**src/vmsc_regs.svh**
```systemverilog
// offsets, field positions, reset values and timing counts for the mode and start-up control
`ifndef VMSC_REGS_SVH
`define VMSC_REGS_SVH

`define VMSC_CLK_PERIOD_NS    100
`define VMSC_SS_TIME_NS       200000
`define VMSC_SS_CYCLES        ((`VMSC_SS_TIME_NS + `VMSC_CLK_PERIOD_NS - 1) / `VMSC_CLK_PERIOD_NS)
`define VMSC_PH_SAMPLE_CYC    4

`define VMSC_OFF_STATUS       4'h0
`define VMSC_OFF_MASK         4'h1
`define VMSC_OFF_CONTROL      4'h2
`define VMSC_OFF_STATE        4'h3

`define VMSC_EV_ENABLE_RISE   0
`define VMSC_EV_SYSTEM_POWER_OK_RISE    1
`define VMSC_EV_SYSTEM_POWER_OK_FALL    2
`define VMSC_EV_FAULT         3
`define VMSC_EV_PGOOD_CHANGE  4
`define VMSC_EV_LINK_EDGE     5
`define VMSC_EV_WIDTH         6

`define VMSC_CTL_FAULT_INJECT 0
`define VMSC_MASK_RESET       6'h00

`endif

```
**src/vmsc_pkg.sv**
```systemverilog
// types shared by the mode and start-up control
package vmsc_pkg;
   typedef enum logic [1:0] {
      VMSC_MODE_NONE,
      VMSC_MODE_PARALLEL,
      VMSC_MODE_SERIAL
   } vmsc_mode_t;

   typedef enum logic [2:0] {
      VMSC_ST_DISABLED,
      VMSC_ST_DETECT,
      VMSC_ST_SOFTSTART,
      VMSC_ST_RUN,
      VMSC_ST_FAULT
   } vmsc_state_t;
endpackage

```
**src/vmsc_sync2.sv**
```systemverilog
// two-flop synchroniser for a bundle of asynchronous levels
`timescale 1ns/1ps
module vmsc_sync2 #(
   parameter int W = 1
) (
   // clock and reset
   input  wire logic         clk,
   input  wire logic         nrst,
   // levels
   input  wire logic [W-1:0] asyncIn,
   output logic      [W-1:0] syncOut
);
   logic [W-1:0] stage1_q;
   logic [W-1:0] stage1_d;
   logic [W-1:0] stage2_q;
   logic [W-1:0] stage2_d;

   always_comb begin
      stage1_d = asyncIn;
      stage2_d = stage1_q;
   end

   always_ff @(posedge clk) begin
      if (!nrst) begin
         stage1_q <= '0;
         stage2_q <= '0;
      end else begin
         stage1_q <= stage1_d;
         stage2_q <= stage2_d;
      end
   end

   assign syncOut = stage2_q;
endmodule

```
**src/vmsc_mode_startup.sv**
```systemverilog
// mode detection, boot code latch, power-good and driver enables of the regulator controller
`timescale 1ns/1ps
`include "vmsc_regs.svh"
module vmsc_mode_startup
   import vmsc_pkg::*;
#(
   parameter int SS_CYCLES = `VMSC_SS_CYCLES
) (
   // clock and reset
   input  wire logic       clk,
   input  wire logic       nrst,
   // processor side pins
   input  wire logic       enable,
   input  wire logic       protocolSelectPin,
   input  wire logic       parallelCodeBitZero,
   input  wire logic [5:0] parallelCode,
   input  wire logic       serialVidClock,
   input  wire logic       serialVidData,
   input  wire logic       systemPowerOk,
   // analog monitor levels
   input  wire logic       coreInSpec,
   input  wire logic       bridgeInSpec,
   input  wire logic       faultDetect,
   input  wire logic       pwm3Grounded,
   input  wire logic       pwm4Grounded,
   // core loop pwm requests
   input  wire logic [3:0] corePwmRequest,
   input  wire logic       bridgePwmRequest,
   // register port
   input  wire logic [3:0] regAddr,
   input  wire logic [7:0] regWdata,
   input  wire logic       regWrite,
   input  wire logic       regRead,
   output logic      [7:0] regRdata,
   output logic            irq,
   // results
   output logic [1:0]      bootVoltageCode,
   output logic [5:0]      targetCode,
   output logic            targetFromBoot,
   output logic            serialProcessEnable,
   output logic            serialMode,
   output logic [2:0]      corePhaseCount,
   // open-drain and three-state pins, then the driven fault flag
   output logic            railPowerGoodOut,
   output logic            railPowerGoodOe,
   output logic            bridgeDriverEnableOut,
   output logic            bridgeDriverEnableOe,
   output logic            coreDriverEnableOut,
   output logic            coreDriverEnableOe,
   output logic            bridgePwmOut,
   output logic            bridgePwmOe,
   output logic [3:0]      corePhaseOutputs,
   output logic [3:0]      corePhaseOe,
   output logic            faultFlagPin
);
   localparam int SYNC_W = 16;
   localparam int CNT_W  = 32;
   logic [SYNC_W-1:0] syncIn;
   logic [SYNC_W-1:0] syncOut;
   logic       enS;
   logic       selS;
   logic       bit0S;
   logic [5:0] codeS;
   logic       sclkS;
   logic       sdatS;
   logic       pokS;
   logic       coreOkS;
   logic       brOkS;
   logic       faultS;
   logic       p3gS;
   logic       p4gS;

   // every processor pin and analog monitor level is double flopped before use; the pwm requests are not
   assign syncIn = {pwm4Grounded, pwm3Grounded, faultDetect, bridgeInSpec, coreInSpec, systemPowerOk,
                    serialVidData, serialVidClock, parallelCode[5:1], parallelCodeBitZero,
                    protocolSelectPin, enable};

   vmsc_sync2 #(.W(SYNC_W)) uSync (
      .clk     (clk),
      .nrst    (nrst),
      .asyncIn (syncIn),
      .syncOut (syncOut)
   );

   assign enS     = syncOut[0];
   assign selS    = syncOut[1];
   assign bit0S   = syncOut[2];
   assign codeS   = {syncOut[7:3], bit0S};
   assign sclkS   = syncOut[8];
   assign sdatS   = syncOut[9];
   assign pokS    = syncOut[10];
   assign coreOkS = syncOut[11];
   assign brOkS   = syncOut[12];
   assign faultS  = syncOut[13];
   assign p3gS    = syncOut[14];
   assign p4gS    = syncOut[15];

   // sequencing state
   vmsc_state_t state_q;
   vmsc_state_t state_d;
   vmsc_mode_t  mode_q;
   vmsc_mode_t  mode_d;
   logic             enPrev_q;
   logic             enPrev_d;
   logic             pokPrev_q;
   logic             pokPrev_d;
   logic             sclkPrev_q;
   logic             sclkPrev_d;
   logic [1:0]       boot_q;
   logic [1:0]       boot_d;
   logic             bootValid_q;
   logic             bootValid_d;
   logic [CNT_W-1:0] ssCnt_q;
   logic [CNT_W-1:0] ssCnt_d;
   logic [2:0]       phases_q;
   logic [2:0]       phases_d;
   logic [5:0]       target_q;
   logic [5:0]       target_d;
   logic             pgood_q;
   logic             pgood_d;
   logic             fault_q;
   logic             fault_d;
   logic             enRise;
   logic             pokRise;
   logic             pokFall;
   logic             linkEdge;
   logic             planesOk;
   logic             injectFault;

   assign enRise   = enS && !enPrev_q;
   assign pokRise  = pokS && !pokPrev_q;
   assign pokFall  = !pokS && pokPrev_q;
   assign linkEdge = sclkS && !sclkPrev_q;

   // parallel mode ignores the bridge plane for power good
   assign planesOk = (mode_q == VMSC_MODE_PARALLEL) ? coreOkS : (coreOkS && brOkS);
   always_comb begin
      state_d     = state_q;
      mode_d      = mode_q;
      boot_d      = boot_q;
      bootValid_d = bootValid_q;
      ssCnt_d     = ssCnt_q;
      phases_d    = phases_q;
      target_d    = target_q;
      pgood_d     = 1'b0;
      fault_d     = fault_q;
      enPrev_d    = enS;
      pokPrev_d   = pokS;
      sclkPrev_d  = sclkS;
      case (state_q)
         VMSC_ST_DISABLED: begin
            // enable low holds everything off; cycling it clears the latches
            mode_d      = VMSC_MODE_NONE;
            boot_d      = 2'h0;
            bootValid_d = 1'b0;
            fault_d     = 1'b0;
            ssCnt_d     = '0;
            if (enRise) begin
               state_d = VMSC_ST_DETECT;
            end
         end
         VMSC_ST_DETECT: begin
            // protocol fixed from the select pin sampled at the edge
            mode_d = selS ? VMSC_MODE_PARALLEL : VMSC_MODE_SERIAL;
            if (!selS) begin
               boot_d      = {sclkS, sdatS};
               bootValid_d = 1'b1;
            end
            // phase count strapped by grounded pwm pins
            if (p3gS && p4gS) begin
               phases_d = 3'h2;
            end else if (p4gS) begin
               phases_d = 3'h3;
            end else begin
               phases_d = 3'h4;
            end
            state_d = VMSC_ST_SOFTSTART;
         end
         VMSC_ST_SOFTSTART: begin
            ssCnt_d = ssCnt_q + CNT_W'(1);
            if (ssCnt_q >= CNT_W'(SS_CYCLES - 1)) begin
               state_d = VMSC_ST_RUN;
            end
         end
         VMSC_ST_RUN: begin
            pgood_d = planesOk;
         end
         VMSC_ST_FAULT: begin
            fault_d = 1'b1;
         end
         default: begin
            state_d = VMSC_ST_DISABLED;
         end
      endcase
      // target source: boot code until power ok, parallel code only in parallel mode
      if (mode_d == VMSC_MODE_PARALLEL) begin
         target_d = codeS;
      end else if (!pokS) begin
         target_d = {4'h0, boot_d};
      end
      if ((state_q == VMSC_ST_SOFTSTART || state_q == VMSC_ST_RUN) && (faultS || injectFault)) begin
         state_d = VMSC_ST_FAULT;
         fault_d = 1'b1;
         pgood_d = 1'b0;
      end
      if (!enS) begin
         state_d = VMSC_ST_DISABLED;
         pgood_d = 1'b0;
      end
   end

   always_ff @(posedge clk) begin
      if (!nrst) begin
         state_q     <= VMSC_ST_DISABLED;
         mode_q      <= VMSC_MODE_NONE;
         boot_q      <= 2'h0;
         bootValid_q <= 1'b0;
         ssCnt_q     <= '0;
         phases_q    <= 3'h4;
         target_q    <= 6'h00;
         pgood_q     <= 1'b0;
         fault_q     <= 1'b0;
         enPrev_q    <= 1'b0;
         pokPrev_q   <= 1'b0;
         sclkPrev_q  <= 1'b0;
      end else begin
         state_q     <= state_d;
         mode_q      <= mode_d;
         boot_q      <= boot_d;
         bootValid_q <= bootValid_d;
         ssCnt_q     <= ssCnt_d;
         phases_q    <= phases_d;
         target_q    <= target_d;
         pgood_q     <= pgood_d;
         fault_q     <= fault_d;
         enPrev_q    <= enPrev_d;
         pokPrev_q   <= pokPrev_d;
         sclkPrev_q  <= sclkPrev_d;
      end
   end

   // register file: sticky status, mask, control
   logic [`VMSC_EV_WIDTH-1:0] status_q;
   logic [`VMSC_EV_WIDTH-1:0] status_d;
   logic [`VMSC_EV_WIDTH-1:0] mask_q;
   logic [`VMSC_EV_WIDTH-1:0] mask_d;
   logic [7:0]                ctrl_q;
   logic [7:0]                ctrl_d;
   logic [7:0]                rdata_q;
   logic [7:0]                rdata_d;
   logic [`VMSC_EV_WIDTH-1:0] events;

   assign events = {linkEdge && (mode_q == VMSC_MODE_SERIAL), pgood_d != pgood_q,
                    fault_d && !fault_q, pokFall, pokRise, enRise};
   assign injectFault = ctrl_q[`VMSC_CTL_FAULT_INJECT];

   always_comb begin
      status_d = status_q;
      mask_d   = mask_q;
      ctrl_d   = ctrl_q;
      rdata_d  = 8'h00;
      if (regWrite) begin
         case (regAddr)
            `VMSC_OFF_STATUS:  status_d = status_q & ~regWdata[`VMSC_EV_WIDTH-1:0];
            `VMSC_OFF_MASK:    mask_d   = regWdata[`VMSC_EV_WIDTH-1:0];
            `VMSC_OFF_CONTROL: ctrl_d   = regWdata;
            default:           ;
         endcase
      end
      // a new event wins over a clear in the same cycle
      status_d = status_d | events;
      if (regRead) begin
         case (regAddr)
            `VMSC_OFF_STATUS:  rdata_d = {2'h0, status_q};
            `VMSC_OFF_MASK:    rdata_d = {2'h0, mask_q};
            `VMSC_OFF_CONTROL: rdata_d = ctrl_q;
            `VMSC_OFF_STATE:   rdata_d = {bootValid_q, boot_q, mode_q, state_q};
            default:           rdata_d = 8'h00;
         endcase
      end
   end

   always_ff @(posedge clk) begin
      if (!nrst) begin
         status_q <= '0;
         mask_q   <= `VMSC_MASK_RESET;
         ctrl_q   <= 8'h00;
         rdata_q  <= 8'h00;
      end else begin
         status_q <= status_d;
         mask_q   <= mask_d;
         ctrl_q   <= ctrl_d;
         rdata_q  <= rdata_d;
      end
   end

   assign regRdata = rdata_q;
   assign irq      = |(status_q & mask_q);

   // outputs
   logic running;
   logic bridgeActive;
   assign running      = (state_q == VMSC_ST_SOFTSTART) || (state_q == VMSC_ST_RUN);
   // bridge plane only runs in serial mode
   assign bridgeActive = running && (mode_q == VMSC_MODE_SERIAL);

   assign bootVoltageCode     = boot_q;
   assign targetCode          = target_q;
   assign serialMode          = (mode_q == VMSC_MODE_SERIAL);
   assign targetFromBoot      = serialMode && !pokS;
   assign serialProcessEnable = serialMode && pokS && running;
   assign corePhaseCount      = phases_q;

   // open drain: enable high pulls the pin low; released pin reads high via pull-up
   assign railPowerGoodOut      = 1'b0;
   assign railPowerGoodOe       = !pgood_q;
   assign coreDriverEnableOut   = 1'b0;
   assign coreDriverEnableOe    = !running;
   assign bridgeDriverEnableOut = 1'b0;
   assign bridgeDriverEnableOe  = !bridgeActive;
   assign bridgePwmOut          = bridgePwmRequest;
   assign bridgePwmOe           = bridgeActive;

   genvar gi;
   generate
      for (gi = 0; gi < 4; gi++) begin : gPhase
         assign corePhaseOutputs[gi] = corePwmRequest[gi];
         assign corePhaseOe[gi]      = running && (gi < int'(phases_q));
      end
   endgenerate

   assign faultFlagPin = fault_q;

   chk_boot_hold_power: assert property (@(posedge clk) disable iff (!nrst)
      (state_q == VMSC_ST_RUN && $stable(enS)) |=> $stable(boot_q))
      else $error("boot code changed while running");
   chk_fault_latched: assert property (@(posedge clk) disable iff (!nrst)
      (fault_q && enS && state_q != VMSC_ST_DISABLED) |=> fault_q)
      else $error("fault flag dropped without enable cycling");
   chk_bridge_parallel_hiz: assert property (@(posedge clk) disable iff (!nrst)
      (mode_q == VMSC_MODE_PARALLEL) |-> (bridgeDriverEnableOe && !bridgePwmOe))
      else $error("bridge active in parallel mode");
   chk_pgood_softstart: assert property (@(posedge clk) disable iff (!nrst)
      (!railPowerGoodOe) |-> $past(state_q) == VMSC_ST_RUN)
      else $error("power good released outside run");
   chk_detect_on_enable: assert property (@(posedge clk) disable iff (!nrst)
      (state_q == VMSC_ST_DISABLED && enRise) |=> (state_q == VMSC_ST_DETECT)) else $error("no detect after enable");
   chk_mode_from_select: assert property (@(posedge clk) disable iff (!nrst)
      (state_q == VMSC_ST_DETECT && selS) |=> (mode_q == VMSC_MODE_PARALLEL)) else $error("select high not parallel");
endmodule

```
**config.mk**
```make
export PLATFORM = sky130hd
export DESIGN_NAME = vmsc_mode_startup
export DESIGN_NICKNAME = d
export VERILOG_FILES = /design/src/vmsc_pkg.sv /design/src/vmsc_sync2.sv /design/src/vmsc_mode_startup.sv
export VERILOG_INCLUDE_DIRS = /design/src /design/src/src
export SDC_FILE = /design/constraint.sdc
export NUM_CORES = 1
export LEC_CHECK = 0
export CORE_ASPECT_RATIO = 1.2
export CORE_UTILIZATION = 50
export DETAILED_ROUTE_END_ITERATION = 10
export DONT_BUFFER_PORTS = 1
export GPL_TIMING_DRIVEN = 0
export HOLD_SLACK_MARGIN = 0.06
export PLACE_DENSITY = 0.69
export SLEW_MARGIN = 20
export SYNTH_ARGS = -nofsm -noshare
export SYNTH_HDL_FRONTEND = slang
export SYNTH_SLANG_ARGS = --single-unit
export TNS_END_PERCENT = 30
```
**constraint.sdc**
```tcl
create_clock -name clk -period 3.09 [get_ports clk]
set_input_delay 0.618 -clock clk [delete_from_list [all_inputs] [get_ports clk]]
set_output_delay 0.618 -clock clk [all_outputs]
set_load 0.02 [all_outputs]
```
==> results of run 1 <==
[what timing repair did]
| action | in CTS | in global routing |
|---|---|---|
| endpoints found under the setup margin | 1 | 0 |
| gates resized for setup | 1 | 0 |
| hold buffers | 0 | 0 |
| buffers inserted | 0 | 0 |
[state kept, by name (all words and copies together) (netlist names), 2 cells and up]
signal / flops
mode_q: 2
uSync.stage1_q: 16
state_q: 3
corePhaseCount: 3
regRdata: 8
targetCode: 6
mask_q: 6
status_q: 6
bootVoltageCode: 2
ctrl_q: 8
uSync.syncOut: 16
ssCnt_q: 32
[per-stage QoR]
| stage | setup slack, ns | hold WS (ns) | utilization, % | instance area (um^2) |
|---|---|---|---|---|
| after floorplan | 0.9199 | 0.4119 | - | 4858 |
| after global placement | 0.4095 | 0.4140 | 52.95 | 5012 |
| after detailed placement | 0.3912 | 0.4187 | 52.95 | 5012 |
| after CTS | 0.1309 | 0.3253 | 58.87 | 5573 |
| after global routing | 0.06326 | 0.3295 | 58.87 | 5573 |
| final | 0.1584 | 0.3343 | 58.87 | 5573 |
[cells by family after synthesis]
logic type / share of synthesized area [%]
xor+xnor: 0.1806
flops: 47.05
fa+ha+maj: 0.2579
buf+inv: 5.571
other cells: 0.07731
compound gates: 13.52
mux: 6.319
simple gates: 27.03
[path summary, 6_finish.rpt]
check	startpoint	endpoint	slack, ns	cells past startpoint
max	state_q[2]	corePhaseOe[2]	0.16	5
min	serialVidData	uSync.stage1_q[9]	0.33	1
max reg2reg	state_q[2]	ssCnt_q[27]	1.02	5
min reg2reg	uSync.stage1_q[7]	uSync.syncOut[7]	0.43	1
[cell usage after synthesis, drive strengths merged, types with 2 or more instances]
| library cell | count | area [um^2] |
|---|---|---|
| or3 | 8 | 50.05 |
| nor3b | 3 | 22.52 |
| and3 | 6 | 37.54 |
| and2 | 38 | 237.7 |
| o221ai | 2 | 23.77 |
| mux2 | 13 | 146.4 |
| or4 | 7 | 52.55 |
| nand4 | 11 | 81.32 |
| o22ai | 2 | 12.51 |
| nor2 | 33 | 123.9 |
| a22oi | 12 | 90.09 |
| o21ai | 5 | 25.02 |
| buf | 19 | 146.4 |
| a21bo | 3 | 30.03 |
| clkbuf | 19 | 71.32 |
| inv | 14 | 52.55 |
| a21oi | 41 | 205.2 |
| nor2b | 3 | 18.77 |
| o21a | 5 | 37.54 |
| dfxtp | 114 | 2282 |
| nand2 | 52 | 195.2 |
| o211ai | 4 | 30.03 |
| nor4b | 2 | 23.77 |
| nand3 | 33 | 175.2 |
| a31oi | 2 | 12.51 |
| o311ai | 7 | 61.31 |
| nand3b | 2 | 15.01 |
| and4 | 5 | 46.29 |
| a21boi | 4 | 30.03 |
| nand2b | 14 | 87.58 |
| nor4 | 9 | 56.30 |
| nor3 | 11 | 60.06 |
| mux2i | 16 | 160.2 |
[power breakdown]
group	leakage (uW)	switching (uW)	internal, uW	total (uW)
combinational	0.000804	63.9	36.4	100
sequential	0.000926	9.81	1500	1510
clock	0.000266	673	1120	1800
[worst max-delay path, stage by stage (launching register included)]
cell      delay [ns]
dfxtp_1         0.34
clkbuf_1        0.27
nor2b_2         0.33
inv_1           0.25
nor2_1          0.42
o21a_1          0.31
[layer usage]
layer | vias to the layer above | routed length (um) | track usage [%]
met5 | - | 0 | 0
met4 | 0 | 324 | 11.38
met3 | 30 | 715 | 5.947
met2 | 141 | 5445 | 38.91
met1 | 1907 | 4772 | 27.25
li1 | 1935 | - | -
[cell type report]
class / count / area (um^2) / share of cell area, %
Clock buffer: 20 / 446.7 / 8.015
Inverter: 14 / 52.55 / 0.9430
Multi-Input combinational cell: 370 / 2308 / 41.42
Clock inverter: 12 / 111.4 / 1.998
Buffer: 38 / 217.7 / 3.907
Tap cell: 123 / 153.9 / 2.762
Sequential cell: 114 / 2282 / 40.95
==> metrics.cfg, run 1 <==
[status]
status = completed

[floorplanning]
start_util_pct = 51.24
std_cell_rows = 39
die_area_mm2 = 0.01010
coreArea_mm2 = 0.009467
die_height_um = 109.9
boundaryPins = 78
die_w_um = 91.92

[synth]
syn_area_per_cell_um2 = 9.084
synth_cell_types = 58
synth_edf_count = 0
syn_inst = 534
yosysSeqAreaShare_pct = 47.05
yosysWarningCount = 0
synth_ff_type = dfxtp_1
synthArstFlopShare_pct = 0
ys_ff_latch = 114
synth_area_mm2 = 0.004851

[route]
dr.pass1.iters = 5
routed_wl_um = 11260
antenna_left = 0
first_iter_violations = 239
routedWlPerCell_um = 16.29
drc_errors = 0
via_per_inst = 5.808
via_count = 4013

[global_route]
grt_first_pass_wirelength_um = 17860
grt_pass1_vias = 3708
antenna_found_initial = 0
grt_usage_pct = 23.03
overflow = 0
grt_max_degree = 17

[pwr]
leakage_uw = 0.001996
peakVddDrop_mv = 0.3983
p_total_uw = 3405
power-per-cell-area_mw_per_mm2 = 610.9

[timing]
relSlewSlack_pct = 46.27
rsz0062_at_grt = no
fmax_ghz = 0.3411
setup_viol = 0
finalSetupTns_ns = 0
worstMarginPinSlew_ns = 0.8038
period_minus_slack_ns = 2.932
finalHoldViolations = 0
worst_clock_skew_ns = 0.009739
period_share_pct = 94.87
drv_slew = 0

[clock_network]
cts_tree = done
clkSinkCount = 114
numCtsBuffers = 17
root_buffer = clkbuf_16
htreeDepth = 4
clk_pin_slew_ns = 0.05
clock_path_buffers = 2
worstSkewPairLatency_ns = 0.41

[job]
cap_violations = 0

[setup_path]
crit_required_ns = 2.47
worstPathMaxFanout = 10
endpoint_kind = output pin
start_kind = register
crit_type = register to output pin
cp.arrival_ns = 2.31

[placed_design]
io_buffers = 0
place.gp.congestion = 0.8239
dp_cells = 659
dp_hpwl_um = 7928

[layout]
antennaDiodeCount = 0
final_common_cell = dfxtp_1
nets = 594
fill_cells = 868
layout-drive-gt1-share_pct = 13.38
fin_cells = 691
mostFrequentLayoutCells = 114 x dfxtp_1, 52 x nand2_1, 41 x a21oi_1
area_growth_pct = 14.88

[hold_path]
hold_path.class = input port to register

(Power assumes the default switching activity.)
==> inputs of run 2 (changes only) <==
- CTS_BUF_LIST: unset -> sky130_fd_sc_hd__clkbuf_2
==> run 2 against run 1 <==
- register-to-register slack improved by 0.17 ns
- hold slack worse by 0.19 ns
- worst setup slack improved by 0.067 ns
==> metrics.cfg, run 2 (synthesis results as in run 1) <==
[timing]
worst_clock_skew_ns = 0.04088  ; +0.03114 ns
fmax_ghz = 0.3491  ; +2.3%
relSlewSlack_pct = 46.94  ; +0.67 points
period_share_pct = 92.71  ; -2.2 points
drv_slew = 0  ; unchanged
finalHoldViolations = 0  ; unchanged
period_minus_slack_ns = 2.865  ; -0.06672 ns
setup_viol = 0  ; unchanged
worstMarginPinSlew_ns = 0.7938  ; -0.01001 ns
rsz0062_at_grt = no
finalSetupTns_ns = 0  ; unchanged

[global_route]
grt_pass1_vias = 3825  ; +3.2%
grt_max_degree = 17  ; unchanged
grt_first_pass_wirelength_um = 18530  ; +3.8%
overflow = 0  ; unchanged
antenna_found_initial = 0  ; unchanged
grt_usage_pct = 24.02  ; +0.99 points

[layout]
nets = 618  ; +4.0%
final_core_util_pct = 57.88  ; -0.99 points
fin_cells = 715  ; +3.5%
top_register = ssCnt_q
antennaDiodeCount = 0  ; unchanged
mostFrequentLayoutCells = 114 x dfxtp_1, 52 x nand2_1, 41 x a21oi_1
final_common_cell = dfxtp_1
layout-drive-gt1-share_pct = 13.34  ; -0.036 points
largest_reg_flops = 32  ; unchanged
area_growth_pct = 12.95

[hold_path]
hold_path.class = input port to register

[setup_path]
cp.arrival_ns = 2.25  ; -0.06 ns
crit_type = register to output pin
path_cells = clkbuf_2, nor2b_4, inv_1, nor2_4, o21a_1
cp_slowest_stage_delay_ns = 0.38  ; -0.04 ns
cp.buffers_inverters = 2  ; unchanged
endpoint_kind = output pin
worstPathMaxFanout = 10  ; unchanged
crit_family = simple AND/OR/NAND/NOR gates
start_kind = register
cp_slowest_cell = dfxtp_1
crit_required_ns = 2.47  ; about the same

[floorplanning]
die_w_um = 91.92  ; unchanged
die_area_mm2 = 0.01010  ; unchanged
std_cell_rows = 39  ; unchanged
boundaryPins = 78  ; unchanged
die_height_um = 109.9  ; unchanged
start_util_pct = 51.24  ; unchanged
coreArea_mm2 = 0.009467  ; unchanged

[route]
dr.pass1.iters = 9  ; +4
antenna_left = 0  ; unchanged
via_count = 4108  ; +2.4%
routed_wl_um = 11530  ; +2.4%
first_iter_violations = 334  ; +40%
via_per_inst = 5.745  ; -1.1%
routedWlPerCell_um = 16.13  ; -1.0%
drc_errors = 0  ; unchanged

[clock_network]
worstSkewPairLatency_ns = 0.68  ; +0.27 ns
cts_tree = done
clock_path_buffers = 2  ; unchanged
root_buffer = clkbuf_2
numCtsBuffers = 17  ; unchanged
clk_pin_slew_ns = 0.18  ; +0.13 ns
htreeDepth = 4  ; unchanged
clkSinkCount = 114  ; unchanged
postCtsSetupBuffers = 0  ; unchanged

[placed_design]
io_buffers = 0  ; unchanged
dp_hpwl_um = 7928  ; unchanged
dp_cells = 659  ; unchanged
place.gp.congestion = 0.8239  ; unchanged

[job]
cap_violations = 0  ; unchanged

[pwr]
leakage_uw = 0.001961  ; -1.7%
power-per-cell-area_mw_per_mm2 = 459.2  ; -25%
peakVddDrop_mv = 0.2911  ; -27%

[status]
status = completed

run 2: cell count changes in the layout (fill, tap and decap cells not counted), sizes merged:
| cell | previous run | this run |
|---|---|---|
| clkinv | 8 | 9 |
| clkbuf | 39 | 38 |
| dlygate4sd3 | 0 | 24 |
run 2: where the power goes:
group	total, uW	switching [uW]	internal, uW	leakage, uW
logic	128	71.5	56.6	0.000908
clock network	882	588	293	0.000127
registers	1510	9.59	1500	0.000926
run 2: cell type report:
type,instances,area (um^2)
clock inverters,13,115.1
well taps,123,153.9
fillers,878,3988
multi-input cells,370,2321
inverters,14,52.55
clock buffers,19,95.09
flip-flops and latches,114,2282
repair buffers,24,240.2
plain buffers,38,219.0
run 2: per-stage QoR:
step           power (uW)  setup slack [ns]  hold slack [ns]  cell area (um^2)
3_5_place_dp         1638            0.3912           0.4187              5012
2_1_floorplan        1611            0.9199           0.4119              4858
4_1_cts              2531           0.05137          0.06878              5478
5_1_grt              2617           0.08014          0.06075              5479
6_report             2516            0.2251           0.1404              5479
3_3_place_gp         1635            0.4095           0.4140              5012
run 2: final timing paths:
check	start	endpoint	cells after the start	slack [ns]
worst max-delay path	state_q[2]	corePhaseOe[2]	5	0.23
worst min-delay path	regWdata[5]	status_q[5]	2	0.14
worst max register to register	ssCnt_q[12]	ssCnt_q[24]	6	1.19
worst min register to register	uSync.stage1_q[1]	uSync.syncOut[1]	1	0.43
run 2: layer usage:
metal,vias up,global-route usage [%],routed length [um]
met5,-,0,0
met4,0,10.04,271
met3,21,8.437,809
met2,140,40.03,5689
met1,1963,28.18,4762
li1,1984,-,-
run 2: worst register-to-register path: stages (launching register included):
cell and delay, ns:
dfxtp_1 0.50, and4_1 0.26, nand4_2 0.19, buf_6 0.20, buf_8 0.14, o41ai_4 0.35
o221ai_2 0.13
run 2: repair_timing:
| item | CTS | global route |
|---|---|---|
| hold endpoints to repair | 33 | 0 |
| hold buffers | 24 | 0 |
| setup endpoints to repair | 3 | 1 |
| gates cloned | 0 | 0 |
| resized for setup | 4 | 2 |
==> inputs of run 3 (changes only) <==
- CTS_BUF_LIST: sky130_fd_sc_hd__clkbuf_2 -> unset
- GPL_TIMING_DRIVEN: 0 -> 1
==> run 3 against run 2 <==
- final cell count shrank 8.1%
- non-clock buffer count is 58 lower
- fmax grew 8.2%
- routed wire length down 11%
- clock-buffer cell count is 2 lower
- clock power up 120%
- sequential share of layout area is 0.35 points higher
- total power up 41%
- combinational power shrank 53%
- worst setup slack gained 0.22 ns
- register-to-register slack worse by 0.24 ns
- critical path depth fell by 1
- largest cell class unchanged
==> metrics.cfg, run 3 (synthesis results as in run 1) <==
[setup_path]
cp.arrival_ns = 2.03  ; -0.22 ns
endpoint_kind = output pin
cp_slowest_stage_delay_ns = 0.46  ; +0.08 ns
start_kind = register
worstPathMaxFanout = 14  ; +4
rr_worst_depth = 4  ; -2
path_cells = nor2b_1, inv_1, nor2_1, o21a_1
crit_type = register to output pin
r2r_setup_slack_ns = 0.95  ; -0.24 ns
cp_slowest_cell = dfxtp_1
crit_family = simple AND/OR/NAND/NOR gates
crit_required_ns = 2.47  ; about the same
cp.depth = 4  ; -1
cp.buffers_inverters = 1  ; -1

[job]
cap_violations = 0  ; unchanged

[timing]
period_minus_slack_ns = 2.649  ; -0.2163 ns
setup_viol = 0  ; unchanged
rsz0062_at_grt = no
period_share_pct = 85.71  ; -7.0 points
worst_clock_skew_ns = 0.006089  ; -0.03479 ns
finalSetupTns_ns = 0  ; unchanged
worstMarginPinSlew_ns = 0.7329  ; -0.06087 ns
finalHoldViolations = 0  ; unchanged
drv_slew = 0  ; unchanged
fmax_ghz = 0.3776  ; +8.2%
relSlewSlack_pct = 51.14  ; +4.2 points

[clock_network]
hold_buffers = 0  ; -100%
numCtsBuffers = 17  ; unchanged
root_buffer = clkbuf_16
post_cts_resized = 0  ; -4
clk_pin_slew_ns = 0.05  ; -0.13 ns
clock_path_buffers = 2  ; unchanged
htreeDepth = 4  ; unchanged
worstSkewPairLatency_ns = 0.41  ; -0.27 ns
cts_tree = done
clkSinkCount = 114  ; unchanged
postCtsSetupBuffers = 0  ; unchanged

[route]
first_iter_violations = 256  ; -23%
antenna_left = 0  ; unchanged
via_per_inst = 5.778  ; +0.56%
via_count = 3796  ; -7.6%
routedWlPerCell_um = 15.67  ; -2.8%
dr.pass1.iters = 5  ; -4
routed_wl_um = 10300  ; -11%
drc_errors = 0  ; unchanged

[global_route]
antenna_found_initial = 0  ; unchanged
overflow = 0  ; unchanged
grt_max_degree = 64  ; +47
grt_util_met2_pct = 34.43  ; -5.6 points
busiest_layer = met2
grt_first_pass_wirelength_um = 16210  ; -13%
grt_usage_pct = 20.89  ; -3.1 points
grtUsageMet1_pct = 25.01  ; -3.2 points
grt_pass1_vias = 3455  ; -9.7%
use_met3_pct = 6.086  ; -2.4 points

[placed_design]
dp_hpwl_um = 6598  ; -17%
io_buffers = 0  ; unchanged
dpl_cell_area_mm2 = 0.004825  ; -3.7%
place.gp.congestion = 0.7960  ; -3.4%

[floorplanning]
std_cell_rows = 39  ; unchanged
coreArea_mm2 = 0.009467  ; unchanged
die_height_um = 109.9  ; unchanged
die_w_um = 91.92  ; unchanged
die_area_mm2 = 0.01010  ; unchanged
start_util_pct = 51.24  ; unchanged
boundaryPins = 78  ; unchanged

[layout]
fin_area_mm2 = 0.005433  ; -0.84%
antennaDiodeCount = 0  ; unchanged
mostFrequentLayoutCells = 114 x dfxtp_1, 52 x nand2_1, 41 x a21oi_1
final_common_cell = dfxtp_1
fill_cells = 866  ; -1.4%
top_register = ssCnt_q
nets = 560  ; -9.4%
layout-drive-gt1-share_pct = 11.99  ; -1.4 points
area_growth_pct = 11.99
largest_reg_flops = 32  ; unchanged

[hold_path]
hold_depth = 1  ; -1
hold_path.class = input port to register

[pwr]
leakage_uw = 0.001935  ; -1.3%
p_total_uw = 3549  ; +41%
power-per-cell-area_mw_per_mm2 = 653.3  ; +42%
peakVddDrop_mv = 0.5262  ; +81%

[status]
status = completed

-- run 3: final timing paths --
path,to,start
worst min-delay path,corePhaseCount[2],nrst
worst max register to register,ssCnt_q[25],state_q[0]
worst max-delay path,corePhaseOe[2],state_q[2]
worst min register to register,uSync.syncOut[14],uSync.stage1_q[14]
-- run 3: cell type report --
type	instances	area [um^2]	area share, %
tap	123	153.9	2.833
clock buffer	17	425.4	7.830
timing repair buffer	4	30.03	0.5527
clock inverter	15	182.7	3.363
multi-input combinational	370	2306	42.45
sequential	114	2282	42.01
inverter	14	52.55	0.9673
-- run 3: through the flow --
stage	cells	util (%)	setup WS [ns]	hold slack, ns
after floorplan	536	-	0.9199	0.4119
after global placement	625	50.96	0.9004	0.4154
after detailed placement	625	50.96	0.8518	0.4185
after CTS	657	57.39	0.4091	0.2869
after global routing	657	57.39	0.3370	0.2935
final	657	57.39	0.4415	0.3073
-- run 3: power by group --
group          switching, uW  total [uW]  internal [uW]
logic                   34.0        60.5           26.5
registers               11.6        1510           1500
clock network            708        1980           1270
-- run 3: routing by layer --
layer / up-vias / routed length (um) / part of all wire [%]
met2: 121 / 5002 / 49
met1: 1793 / 4558 / 44
li1: 1866 / - / -
met3: 16 / 532 / 5.2
met4: 0 / 201 / 2.0
met5: - / 0 / 0
